File: src/hdl/ionrl_pkg.sv
// Purpose: Shared constants and types for the I/O node channel register logic.
// Assumes: 100 MHz system clock, 16-bit register port addressed by register number.
// Notes: Register numbers are byte offsets; 16-bit registers occupy two numbers.
package ionrl_pkg;
  localparam int CLK_MHZ = 100;
  localparam int TICK_US = 200;
  localparam int TICK_CYC = TICK_US * CLK_MHZ;
  localparam int FILT_UNIT_US = 100;
  localparam int SYNC_OFFSET_CYC = 1000;
  localparam int NCH = 12;
  localparam logic [7:0] FILT_MAX = 8'hfa;

  localparam logic [4:0] A_IN_LO = 5'h00;
  localparam logic [4:0] A_IN_HI = 5'h01;
  localparam logic [4:0] A_OUT_LO = 5'h02;
  localparam logic [4:0] A_OUT_HI = 5'h03;
  localparam logic [4:0] A_COUNT = 5'h04;
  localparam logic [4:0] A_ANALOG = 5'h06;
  localparam logic [4:0] A_LOW_THR = 5'h0a;
  localparam logic [4:0] A_HIGH_THR = 5'h0c;
  localparam logic [4:0] A_DIR_LO = 5'h10;
  localparam logic [4:0] A_DIR_HI = 5'h11;
  localparam logic [4:0] A_DEBOUNCE = 5'h12;
  localparam logic [4:0] A_CNT_SETUP = 5'h14;
  localparam logic [4:0] A_SMOOTH = 5'h16;
  localparam logic [4:0] A_FLAGS = 5'h18;
  localparam logic [4:0] A_CAP_LO = 5'h1a;
  localparam logic [4:0] A_CAP_HI = 5'h1b;
  localparam logic [4:0] A_CLR_LO = 5'h1c;
  localparam logic [4:0] A_CLR_HI = 5'h1d;
  localparam logic [4:0] A_FAULT_LO = 5'h1e;
  localparam logic [4:0] A_FAULT_HI = 5'h1f;

  localparam int CS_CLR_BIT = 5;
  localparam int CS_MODE_POS = 6;
  localparam logic [1:0] MODE_GATE = 2'h1;
  localparam logic [15:0] LOW_THR_RST = 16'h0000;
  localparam logic [15:0] HIGH_THR_RST = 16'h7fff;
  localparam logic [7:0] CFG_RST = 8'h00;

  // Phase increments of a 24-bit accumulator at 100 MHz for each time base.
  localparam logic [23:0] TB_INC [9] = '{24'h7ae148, 24'h07ae14, 24'h007ae1, 24'h3d70a4,
    24'h1eb852, 24'h0f5c29, 24'h03d70a, 24'h01eb85, 24'h00f5c3};
  localparam logic [15:0] RAMP_LIM [8] = '{16'hffff, 16'h3fff, 16'h1fff, 16'h0fff,
    16'h07ff, 16'h03ff, 16'h01ff, 16'h00ff};

  typedef struct packed {
    logic wr;
    logic rd;
    logic [4:0] addr;
    logic [15:0] wdata;
  } ionrl_req_t;

  typedef enum logic [1:0] {
    ST_IDLE = 2'b01,
    ST_WAIT = 2'b10
  } ionrl_sync_t;
endpackage

File: src/hdl/ionrl_top.sv
// Purpose: Channel register logic: 12 digital channels, counter, one analog input.
// Assumes: Pins and the register port are synchronous to clk_sys_i.
// Notes: Read data appears one cycle after a read request.
`timescale 1ns/10ps
// Operation
// - One shared debounce value in 100 us units; zero disables filtering.
// - Inputs are sampled every 200 us; even settings suit that tick.
// - Debounce settings above 250 saturate to 250, 25 ms.
// - Counter bits 3:0 pick gate time base among nine frequencies.
// - Rising edge of counter bit 5 clears the counter.
// - Bits 7:6 select event or gate mode; 16-bit result reported.
// - Analog bits 2:0 select filter off or levels 2 to 128.
// - Analog bits 6:4 limit ramp step from none to 0x00FF.
// - Below the lower limit, reading holds the limit and underflow flag sets.
// - Above the upper limit, reading holds the limit and overflow flag sets.
// - Underflow in status bit 0, overflow in bit 1, rest reserved.
// - Any analog status change sends an error message.
// - Output commands apply at fixed offset after the sync point.
// - Each output follows its own command bit; 1 sets, 0 resets.
// - Fault bit is one on short circuit or overload, else zero.
// - Rising input edges set sticky capture bits at 200 us resolution.
// - Clear bit at one clears capture and blocks new edges.
// - Filtered inputs 1-8 and 9-12 reported in two registers.
// - Analog reading is a 16-bit value 0 to 32767.
// - Full I/O update every network cycle of 250 us or more.
// - Limit monitoring uses new thresholds as soon as written.
// - A commanded state change clears that output's fault result.
// - Direction bit zero is input, one is output.
module ionrl_top
  import ionrl_pkg::*;
#(
  parameter int TICK_CYCLES = TICK_CYC,
  parameter int SYNC_OFFSET = SYNC_OFFSET_CYC
) (
  input wire logic clk_sys_i,
  input wire logic reset_i,
  input wire ionrl_req_t reg_i,
  output logic [15:0] reg_rdata_o,
  input wire logic sync_point_i,
  input wire logic [NCH-1:0] pin_level_i,
  input wire logic [NCH-1:0] out_actual_i,
  output logic [NCH-1:0] out_drive_o,
  input wire logic adc_valid_i,
  input wire logic [15:0] adc_data_i,
  output logic err_msg_o
);
  logic [7:0] debounce_ff, cnt_setup_ff, smooth_ff;
  logic [15:0] low_thr_ff, high_thr_ff;
  logic [NCH-1:0] dir_ff, cmd_ff, drive_ff, fault_ff, cap_ff, clr_ff;
  logic [NCH-1:0] filt_ff, filt_prev_ff;
  logic [15:0] tick_cnt_ff, sync_cnt_ff, count_ff, gate_cnt_ff;
  logic [23:0] phase_ff;
  logic [22:0] smooth_acc_ff;
  logic [15:0] ramp_ff, reading_ff, rdata_ff;
  logic [1:0] flags_ff;
  logic err_ff, tick, cs_clr_prev_ff, apply;
  logic [6:0] deb_ticks;
  ionrl_sync_t sync_st_ff;

  wire wr_lo = reg_i.wr;
  wire [7:0] wb = reg_i.wdata[7:0];

  always_ff @(posedge clk_sys_i) begin
    if (reset_i) begin
      debounce_ff <= CFG_RST;
      cnt_setup_ff <= CFG_RST;
      smooth_ff <= CFG_RST;
      low_thr_ff <= LOW_THR_RST;
      high_thr_ff <= HIGH_THR_RST;
      dir_ff <= '0;
      cmd_ff <= '0;
      clr_ff <= '0;
    end else if (wr_lo) begin
      unique case (reg_i.addr)
        A_DEBOUNCE: debounce_ff <= (wb > FILT_MAX) ? FILT_MAX : wb;
        A_CNT_SETUP: cnt_setup_ff <= wb & 8'hef;
        A_SMOOTH: smooth_ff <= wb & 8'h77;
        A_LOW_THR: low_thr_ff <= {1'b0, reg_i.wdata[14:0]};
        A_HIGH_THR: high_thr_ff <= {1'b0, reg_i.wdata[14:0]};
        A_DIR_LO: dir_ff[7:0] <= wb;
        A_DIR_HI: dir_ff[11:8] <= wb[3:0];
        A_OUT_LO: cmd_ff[7:0] <= wb;
        A_OUT_HI: cmd_ff[11:8] <= wb[3:0];
        A_CLR_LO: clr_ff[7:0] <= wb;
        A_CLR_HI: clr_ff[11:8] <= wb[3:0];
        default: ;
      endcase
    end
  end

  always_ff @(posedge clk_sys_i) begin
    if (reset_i || tick) begin
      tick_cnt_ff <= '0;
    end else begin
      tick_cnt_ff <= tick_cnt_ff + 16'h0001;
    end
  end
  assign tick = (tick_cnt_ff == 16'(TICK_CYCLES - 1));

  // Debounce time in ticks, rounded up; even settings match the tick exactly.
  assign deb_ticks = 7'((debounce_ff + 8'h01) >> 1);

  for (genvar c = 0; c < NCH; c++) begin : g_ch
    logic [6:0] stab_ff;
    always_ff @(posedge clk_sys_i) begin
      if (reset_i) begin
        stab_ff <= '0;
        filt_ff[c] <= 1'b0;
      end else if (tick) begin
        if (dir_ff[c] || pin_level_i[c] == filt_ff[c]) begin
          stab_ff <= '0;
        end else if (debounce_ff == 8'h00 || stab_ff + 7'h01 >= deb_ticks) begin
          stab_ff <= '0;
          filt_ff[c] <= pin_level_i[c];
        end else begin
          stab_ff <= stab_ff + 7'h01;
        end
      end
    end
  end

  always_ff @(posedge clk_sys_i) begin
    if (reset_i) begin
      cap_ff <= '0;
      filt_prev_ff <= '0;
    end else begin
      if (tick) begin
        filt_prev_ff <= filt_ff;
      end
      cap_ff <= (cap_ff | ({NCH{tick}} & filt_ff & ~filt_prev_ff)) & ~clr_ff;
    end
  end

  always_ff @(posedge clk_sys_i) begin
    if (reset_i) begin
      sync_st_ff <= ST_IDLE;
      sync_cnt_ff <= '0;
    end else begin
      unique case (sync_st_ff)
        ST_IDLE: if (sync_point_i) begin
          sync_st_ff <= ST_WAIT;
          sync_cnt_ff <= '0;
        end
        ST_WAIT: begin
          sync_cnt_ff <= sync_cnt_ff + 16'h0001;
          if (apply) begin
            sync_st_ff <= ST_IDLE;
          end
        end
      endcase
    end
  end
  assign apply = (sync_st_ff == ST_WAIT) && (sync_cnt_ff == 16'(SYNC_OFFSET - 1));

  always_ff @(posedge clk_sys_i) begin
    if (reset_i) begin
      drive_ff <= '0;
    end else if (apply) begin
      drive_ff <= cmd_ff;
    end
  end
  assign out_drive_o = drive_ff & dir_ff;

  always_ff @(posedge clk_sys_i) begin
    if (reset_i) begin
      fault_ff <= '0;
    end else if (apply) begin
      // Only channels whose command changes lose their monitoring result.
      fault_ff <= fault_ff & ~(drive_ff ^ cmd_ff);
    end else begin
      fault_ff <= dir_ff & (out_actual_i ^ drive_ff);
    end
  end

  always_ff @(posedge clk_sys_i) begin
    if (reset_i) begin
      count_ff <= '0;
      gate_cnt_ff <= '0;
      phase_ff <= '0;
      cs_clr_prev_ff <= 1'b0;
    end else begin
      cs_clr_prev_ff <= cnt_setup_ff[CS_CLR_BIT];
      if (cnt_setup_ff[CS_CLR_BIT] && !cs_clr_prev_ff) begin
        count_ff <= '0;
        gate_cnt_ff <= '0;
      end else if (cnt_setup_ff[CS_MODE_POS +: 2] == MODE_GATE) begin
        phase_ff <= phase_ff + ((cnt_setup_ff[3:0] <= 4'h8) ? TB_INC[cnt_setup_ff[3:0]] : 24'h0);
        if (filt_ff[1]) begin
          // Count rising MSB edges only, one per time-base period.
          gate_cnt_ff <= gate_cnt_ff + 16'(!phase_ff[23] && phase_next_msb());
        end else if (filt_prev_ff[1] && tick) begin
          count_ff <= gate_cnt_ff;
          gate_cnt_ff <= '0;
        end
      end else if (tick && filt_ff[0] && !filt_prev_ff[0]) begin
        count_ff <= count_ff + 16'h0001;
      end
    end
  end

  function automatic logic phase_next_msb();
    logic [23:0] p;
    p = phase_ff + ((cnt_setup_ff[3:0] <= 4'h8) ? TB_INC[cnt_setup_ff[3:0]] : 24'h0);
    return p[23];
  endfunction

  logic [22:0] acc_next;
  logic signed [16:0] step;
  logic [15:0] lim, ramp_next, x_in;
  always_comb begin
    x_in = adc_data_i[15] ? 16'h0000 : adc_data_i;
    if (smooth_ff[2:0] == 3'h0) begin
      acc_next = {x_in, 7'h00};
    end else begin
      acc_next = 23'(smooth_acc_ff + 23'($signed({1'b0, x_in, 7'h00} - {1'b0, smooth_acc_ff})
        >>> smooth_ff[2:0]));
    end
    lim = RAMP_LIM[smooth_ff[6:4]];
    step = $signed({1'b0, acc_next[22:7]}) - $signed({1'b0, ramp_ff});
    if (step > $signed({1'b0, lim})) begin
      ramp_next = ramp_ff + lim;
    end else if (step < -$signed({1'b0, lim})) begin
      ramp_next = ramp_ff - lim;
    end else begin
      ramp_next = acc_next[22:7];
    end
  end

  always_ff @(posedge clk_sys_i) begin
    if (reset_i) begin
      smooth_acc_ff <= '0;
      ramp_ff <= '0;
    end else if (adc_valid_i) begin
      smooth_acc_ff <= acc_next;
      ramp_ff <= ramp_next;
    end
  end

  always_ff @(posedge clk_sys_i) begin
    if (reset_i) begin
      reading_ff <= '0;
      flags_ff <= '0;
    end else if (ramp_ff < low_thr_ff) begin
      reading_ff <= low_thr_ff;
      flags_ff <= 2'b01;
    end else if (ramp_ff > high_thr_ff) begin
      reading_ff <= high_thr_ff;
      flags_ff <= 2'b10;
    end else begin
      reading_ff <= ramp_ff;
      flags_ff <= 2'b00;
    end
  end

  always_ff @(posedge clk_sys_i) begin
    if (reset_i) begin
      err_ff <= 1'b0;
    end else begin
      err_ff <= (ramp_ff < low_thr_ff) != flags_ff[0] || (ramp_ff > high_thr_ff
        && !(ramp_ff < low_thr_ff)) != flags_ff[1];
    end
  end
  assign err_msg_o = err_ff;

  always_ff @(posedge clk_sys_i) begin
    if (reset_i) begin
      rdata_ff <= '0;
    end else if (reg_i.rd) begin
      unique case (reg_i.addr)
        A_IN_LO: rdata_ff <= {8'h00, filt_ff[7:0]};
        A_IN_HI: rdata_ff <= {12'h000, filt_ff[11:8]};
        A_OUT_LO: rdata_ff <= {8'h00, cmd_ff[7:0]};
        A_OUT_HI: rdata_ff <= {12'h000, cmd_ff[11:8]};
        A_COUNT: rdata_ff <= count_ff;
        A_ANALOG: rdata_ff <= reading_ff;
        A_LOW_THR: rdata_ff <= low_thr_ff;
        A_HIGH_THR: rdata_ff <= high_thr_ff;
        A_DIR_LO: rdata_ff <= {8'h00, dir_ff[7:0]};
        A_DIR_HI: rdata_ff <= {12'h000, dir_ff[11:8]};
        A_DEBOUNCE: rdata_ff <= {8'h00, debounce_ff};
        A_CNT_SETUP: rdata_ff <= {8'h00, cnt_setup_ff};
        A_SMOOTH: rdata_ff <= {8'h00, smooth_ff};
        A_FLAGS: rdata_ff <= {14'h0000, flags_ff};
        A_CAP_LO: rdata_ff <= {8'h00, cap_ff[7:0]};
        A_CAP_HI: rdata_ff <= {12'h000, cap_ff[11:8]};
        A_FAULT_LO: rdata_ff <= {8'h00, fault_ff[7:0]};
        A_FAULT_HI: rdata_ff <= {12'h000, fault_ff[11:8]};
        default: rdata_ff <= '0;
      endcase
    end
  end
  assign reg_rdata_o = rdata_ff;
endmodule

File: config.mk
export PLATFORM = sky130hd
export DESIGN_NAME = ionrl_top
export DESIGN_NICKNAME = d
export VERILOG_FILES = /design/src/hdl/ionrl_pkg.sv /design/src/hdl/ionrl_top.sv
export SDC_FILE = /design/constraint.sdc
export NUM_CORES = 1
export LEC_CHECK = 0
export BUFFER_PORTS_ARGS = -buffer_cell sky130_fd_sc_hd__buf_2
export CAP_MARGIN = 5
export CORE_UTILIZATION = 44
export CTS_CLUSTER_SIZE = 24
export DETAILED_ROUTE_END_ITERATION = 10
export PLACE_DENSITY = 0.7
export SETUP_SLACK_MARGIN = 0.3
export SLEW_MARGIN = 10
export SYNTH_ARGS = -nofsm -noshare
export SYNTH_HDL_FRONTEND = slang
export SYNTH_SLANG_ARGS = --single-unit
File: constraint.sdc
create_clock -name clk_sys_i -period 15.8 [get_ports clk_sys_i]
set_input_delay 1.58 -clock clk_sys_i [delete_from_list [all_inputs] [get_ports clk_sys_i]]
set_output_delay 1.58 -clock clk_sys_i [all_outputs]
set_load 0.02 [all_outputs]
==> summary.md <==
| Metric | Value |
|---|---|
| Status | `finished, final reports clean` |
| Post-Layout Cell Count | `4326` |
| Drt pass-1 iters | `5` |
| P&R area growth vs syn | `10.40%` |
| Commonest non-fill, non-tap cells in the layout | `nand2_1, dfxtp_1, nor2_1` |
| Die area | `61760 um2` |
| Synth Flop Type | `dfxtp_1` |
| Global routing's busiest layer | `met2` |
| Arr. time, crit path | `11.06 ns` |
| Initial Utilization | `44.38%` |
| Min-delay src | `clr_ff[0]$_SDFFE_PP0P_` |
| Avg Vias per Cell | `5.614` |
| Post-CTS setup repair buffer count | `0` |
| Worst path bufs/invs | `3` |
| Final nets | `3816` |
| CTS tree | `yes` |
| Post-Route Utilization | `49.00%` |
| Post-synth EDFFs | `0` |
| PD cells | `101.2 nW/um2` |
| Routing usage on met1 | `29.40%` |
| DPL Wire Length | `52620 um` |
| Maximum vdd drop | `0.00008328 V` |
| GRT Total Usage | `23.37%` |
| Class of the most critical setup path | `primary input to flop` |
| Post-cts gate resize count | `0` |
| Hold path depth | `1` |
| Largest cells by area after synthesis | `dfxtp_1, ha_1, nand2_1` |
| Slew Limit Fails | `0` |
| Via count | `24290` |
| Final setup viols | `0` |
| Final min period | `10.56 ns` |
| Stages on worst setup path | `39` |
| CP most frequent cell | `ha_1` |
| CP max stage delay | `0.66 ns` |
| Global route overflow | `0` |
| Met2 Track Usage GR | `40.35%` |
| Total CTS buffers | `46` |
| Cell Area, Synth | `26740 um2` |
| Leakage | `12.15 nW` |
| Ys Warns | `0` |
| CTS HTree Levels | `2` |
| Post-synth top area cell | `dfxtp_1` |
| Clk root buf | `clkbuf_16` |
| Crit path max-delay family | `compound AO/OA/AOI/OAI gates` |
| Core area | `60250 um2` |
| Insertion delay to the later sink of the worst-skew pair | `0.62 ns` |
| Register area share after synthesis | `29.65%` |
| Reg-to-reg slack, setup | `6.33 ns` |
| Register clock-pin slew on the reported worst setup and hold paths | `0.06 ns` |
| Cells after DPL | `4239` |
| Largest net degree at the start of global routing | `98` |
| # hold bufs at CTS | `0` |
| Die height | `248.5 um` |
| Residual DRC | `0` |
| Port bufs | `94` |
| RD Place Congestion | `0.9232` |
| Final worst-path cycle share | `66.82%` |
| DRT iter0 DRCs | `1730` |
| Endpoint class of the critical path | `flop` |
| RSZ-0062 raised after global routing | `false` |
| IO Count | `96` |
| Setup TNS | `0 ns` |
| Chip Width | `248.5 um` |
| Fraction of layout cells with a size suffix above 1 | `7.258%` |
| Startpoint Class | `primary input` |
| Max Buffers Root-to-Sink | `3` |
| Synthesized flop and latch total | `396` |
| Synth async-reset ratio | `0%` |
| Clock sinks | `396` |
| CP max stage cell | `a2111oi_1` |
| Critical path startpoint | `adc_data_i[15]` |
| Post-synth net total | `3810` |
| Worst slew pin tran | `1.364 ns` |
| Commonest non-fill, non-tap cell in the layout | `nand2_1` |
| Final hold vios | `0` |
| Row cnt | `90` |
| HP Class | `flop to flop` |
| Worst-path maximum fanout | `32` |
| Avg WL per Cell | `17.02 um` |
| Slew HR | `8.393%` |
| R2R cell count | `38` |
| Worst endpoint required time | `16.30 ns` |
| Final ANT Viol Nets | `0` |
| Launch point of the worst reg-to-reg path | `smooth_acc_ff[1]$_SDFFE_PP0P_` |
| Initial antenna violation count | `5` |
| Yosys top cell area share | `29.65%` |
| First-pass GRT wire length | `119400 um` |
| Syn Area/Cell | `7.642 um2` |
| Vias in the first global route | `22670` |
| Max Freq | `94.71 MHz` |
| Yosys cell types | `92` |
| M3 GR Usage | `3.140%` |
| Gate Count Post-Synth | `3499` |
| Clock Skews | `0.05680 ns` |
| Final Total Pwr | `2.987 mW` |
| Max Cap Viol | `0` |
| WL final | `73610 um` |
-- final cells by class --
type / instances / area, um2
Clock buffer: 58 / 1266
Sequential cell: 396 / 7929
Antenna cell: 3 / 7.507
Clock inverter: 26 / 392.9
Multi-Input combinational cell: 2786 / 17660
Tap cell: 782 / 978.4
Timing Repair Buffer: 128 / 734.5
Fill cell: 5879 / 30730
Inverter: 147 / 551.8
-- worst register-to-register path: cells and delay by family (launching register included) --
kind,cells,cell delay [ns]
AOI/OAI and AO/OA,18,4.13
and+or+nand+nor,9,2.14
adders and majority gates,4,1.30
buffers and inverters,3,0.61
xor gates and xnor gates,3,0.58
DFF,1,0.45
muxes,1,0.17
-- synthesized netlist by cell type (59+ instances only) --
| library cell | number |
|---|---|
| ha_1 | 241 |
| o21ai_0 | 144 |
| mux2i_1 | 81 |
| nor3_1 | 59 |
| xnor2_1 | 108 |
| nand3_1 | 137 |
| dfxtp_1 | 396 |
| nand2_1 | 540 |
| a21oi_1 | 281 |
| clkbuf_1 | 143 |
| nand2b_1 | 101 |
| a21o_1 | 70 |
| xor2_1 | 80 |
| nor2_1 | 338 |
| inv_1 | 144 |
-- path summary, 6_finish.rpt --
kind,to
max,ramp_ff[0]$_SDFFE_PP0P_
min,cap_ff[0]$_SDFF_PP0_
max reg2reg,ramp_ff[0]$_SDFFE_PP0P_
min reg2reg,cap_ff[0]$_SDFF_PP0_
-- registers in the layout, indices dropped and copies added (netlist names), 15 cells and up --
name / count
g_ch.stab_ff: 84
phase_ff: 24
smooth_acc_ff: 23
count_ff: 16
gate_cnt_ff: 16
ramp_ff: 16
reading_ff: 16
reg_rdata_o: 16
sync_cnt_ff: 16
tick_cnt_ff: 16
high_thr_ff: 15
low_thr_ff: 15
-- layer usage --
metal | part of all wire, % | vias to the layer above | routed length [um]
met5 | 0.029 | - | 21
met4 | 3.5 | 4 | 2590
met3 | 4.9 | 157 | 3618
met2 | 48 | 555 | 34970
met1 | 44 | 11260 | 32410
li1 | - | 12310 | -
-- stage by stage --
| step | setup slack [ns] | cell area, um2 | hold WS [ns] |
|---|---|---|---|
| floorplan | 5.924 | 26740 | 0.4003 |
| global placement | 4.802 | 27850 | 0.4060 |
| detailed placement | 4.696 | 27850 | 0.4123 |
| CTS | 5.360 | 29510 | 0.4128 |
| global route | 4.529 | 29520 | 0.4416 |
| finish | 5.242 | 29520 | 0.4238 |
-- report_power, final --
group	leakage [nW]	switching, mW	internal [mW]
registers	3.20	0.0400	1.03
clock network	0.813	0.463	0.704
logic	8.13	0.446	0.304
total	12.1	0.949	2.04
-- logic make-up (layout without fill, tap and decap cells) --
group                      Yosys count  count (layout)  share of synthesized area, %
and+or+nand+nor                   1417            1417                         24.50
AOI/OAI and AO/OA                  842             842                         20.09
DFF                                396             396                         29.65
buffers and inverters              317             359                         4.506
adders and majority gates          244             244                         11.50
xor gates and xnor gates           188             188                         6.158
muxes                               94              94                         3.580
other                                1               4                       0.01402
Note: power is estimated with default switching activity, not from simulation.
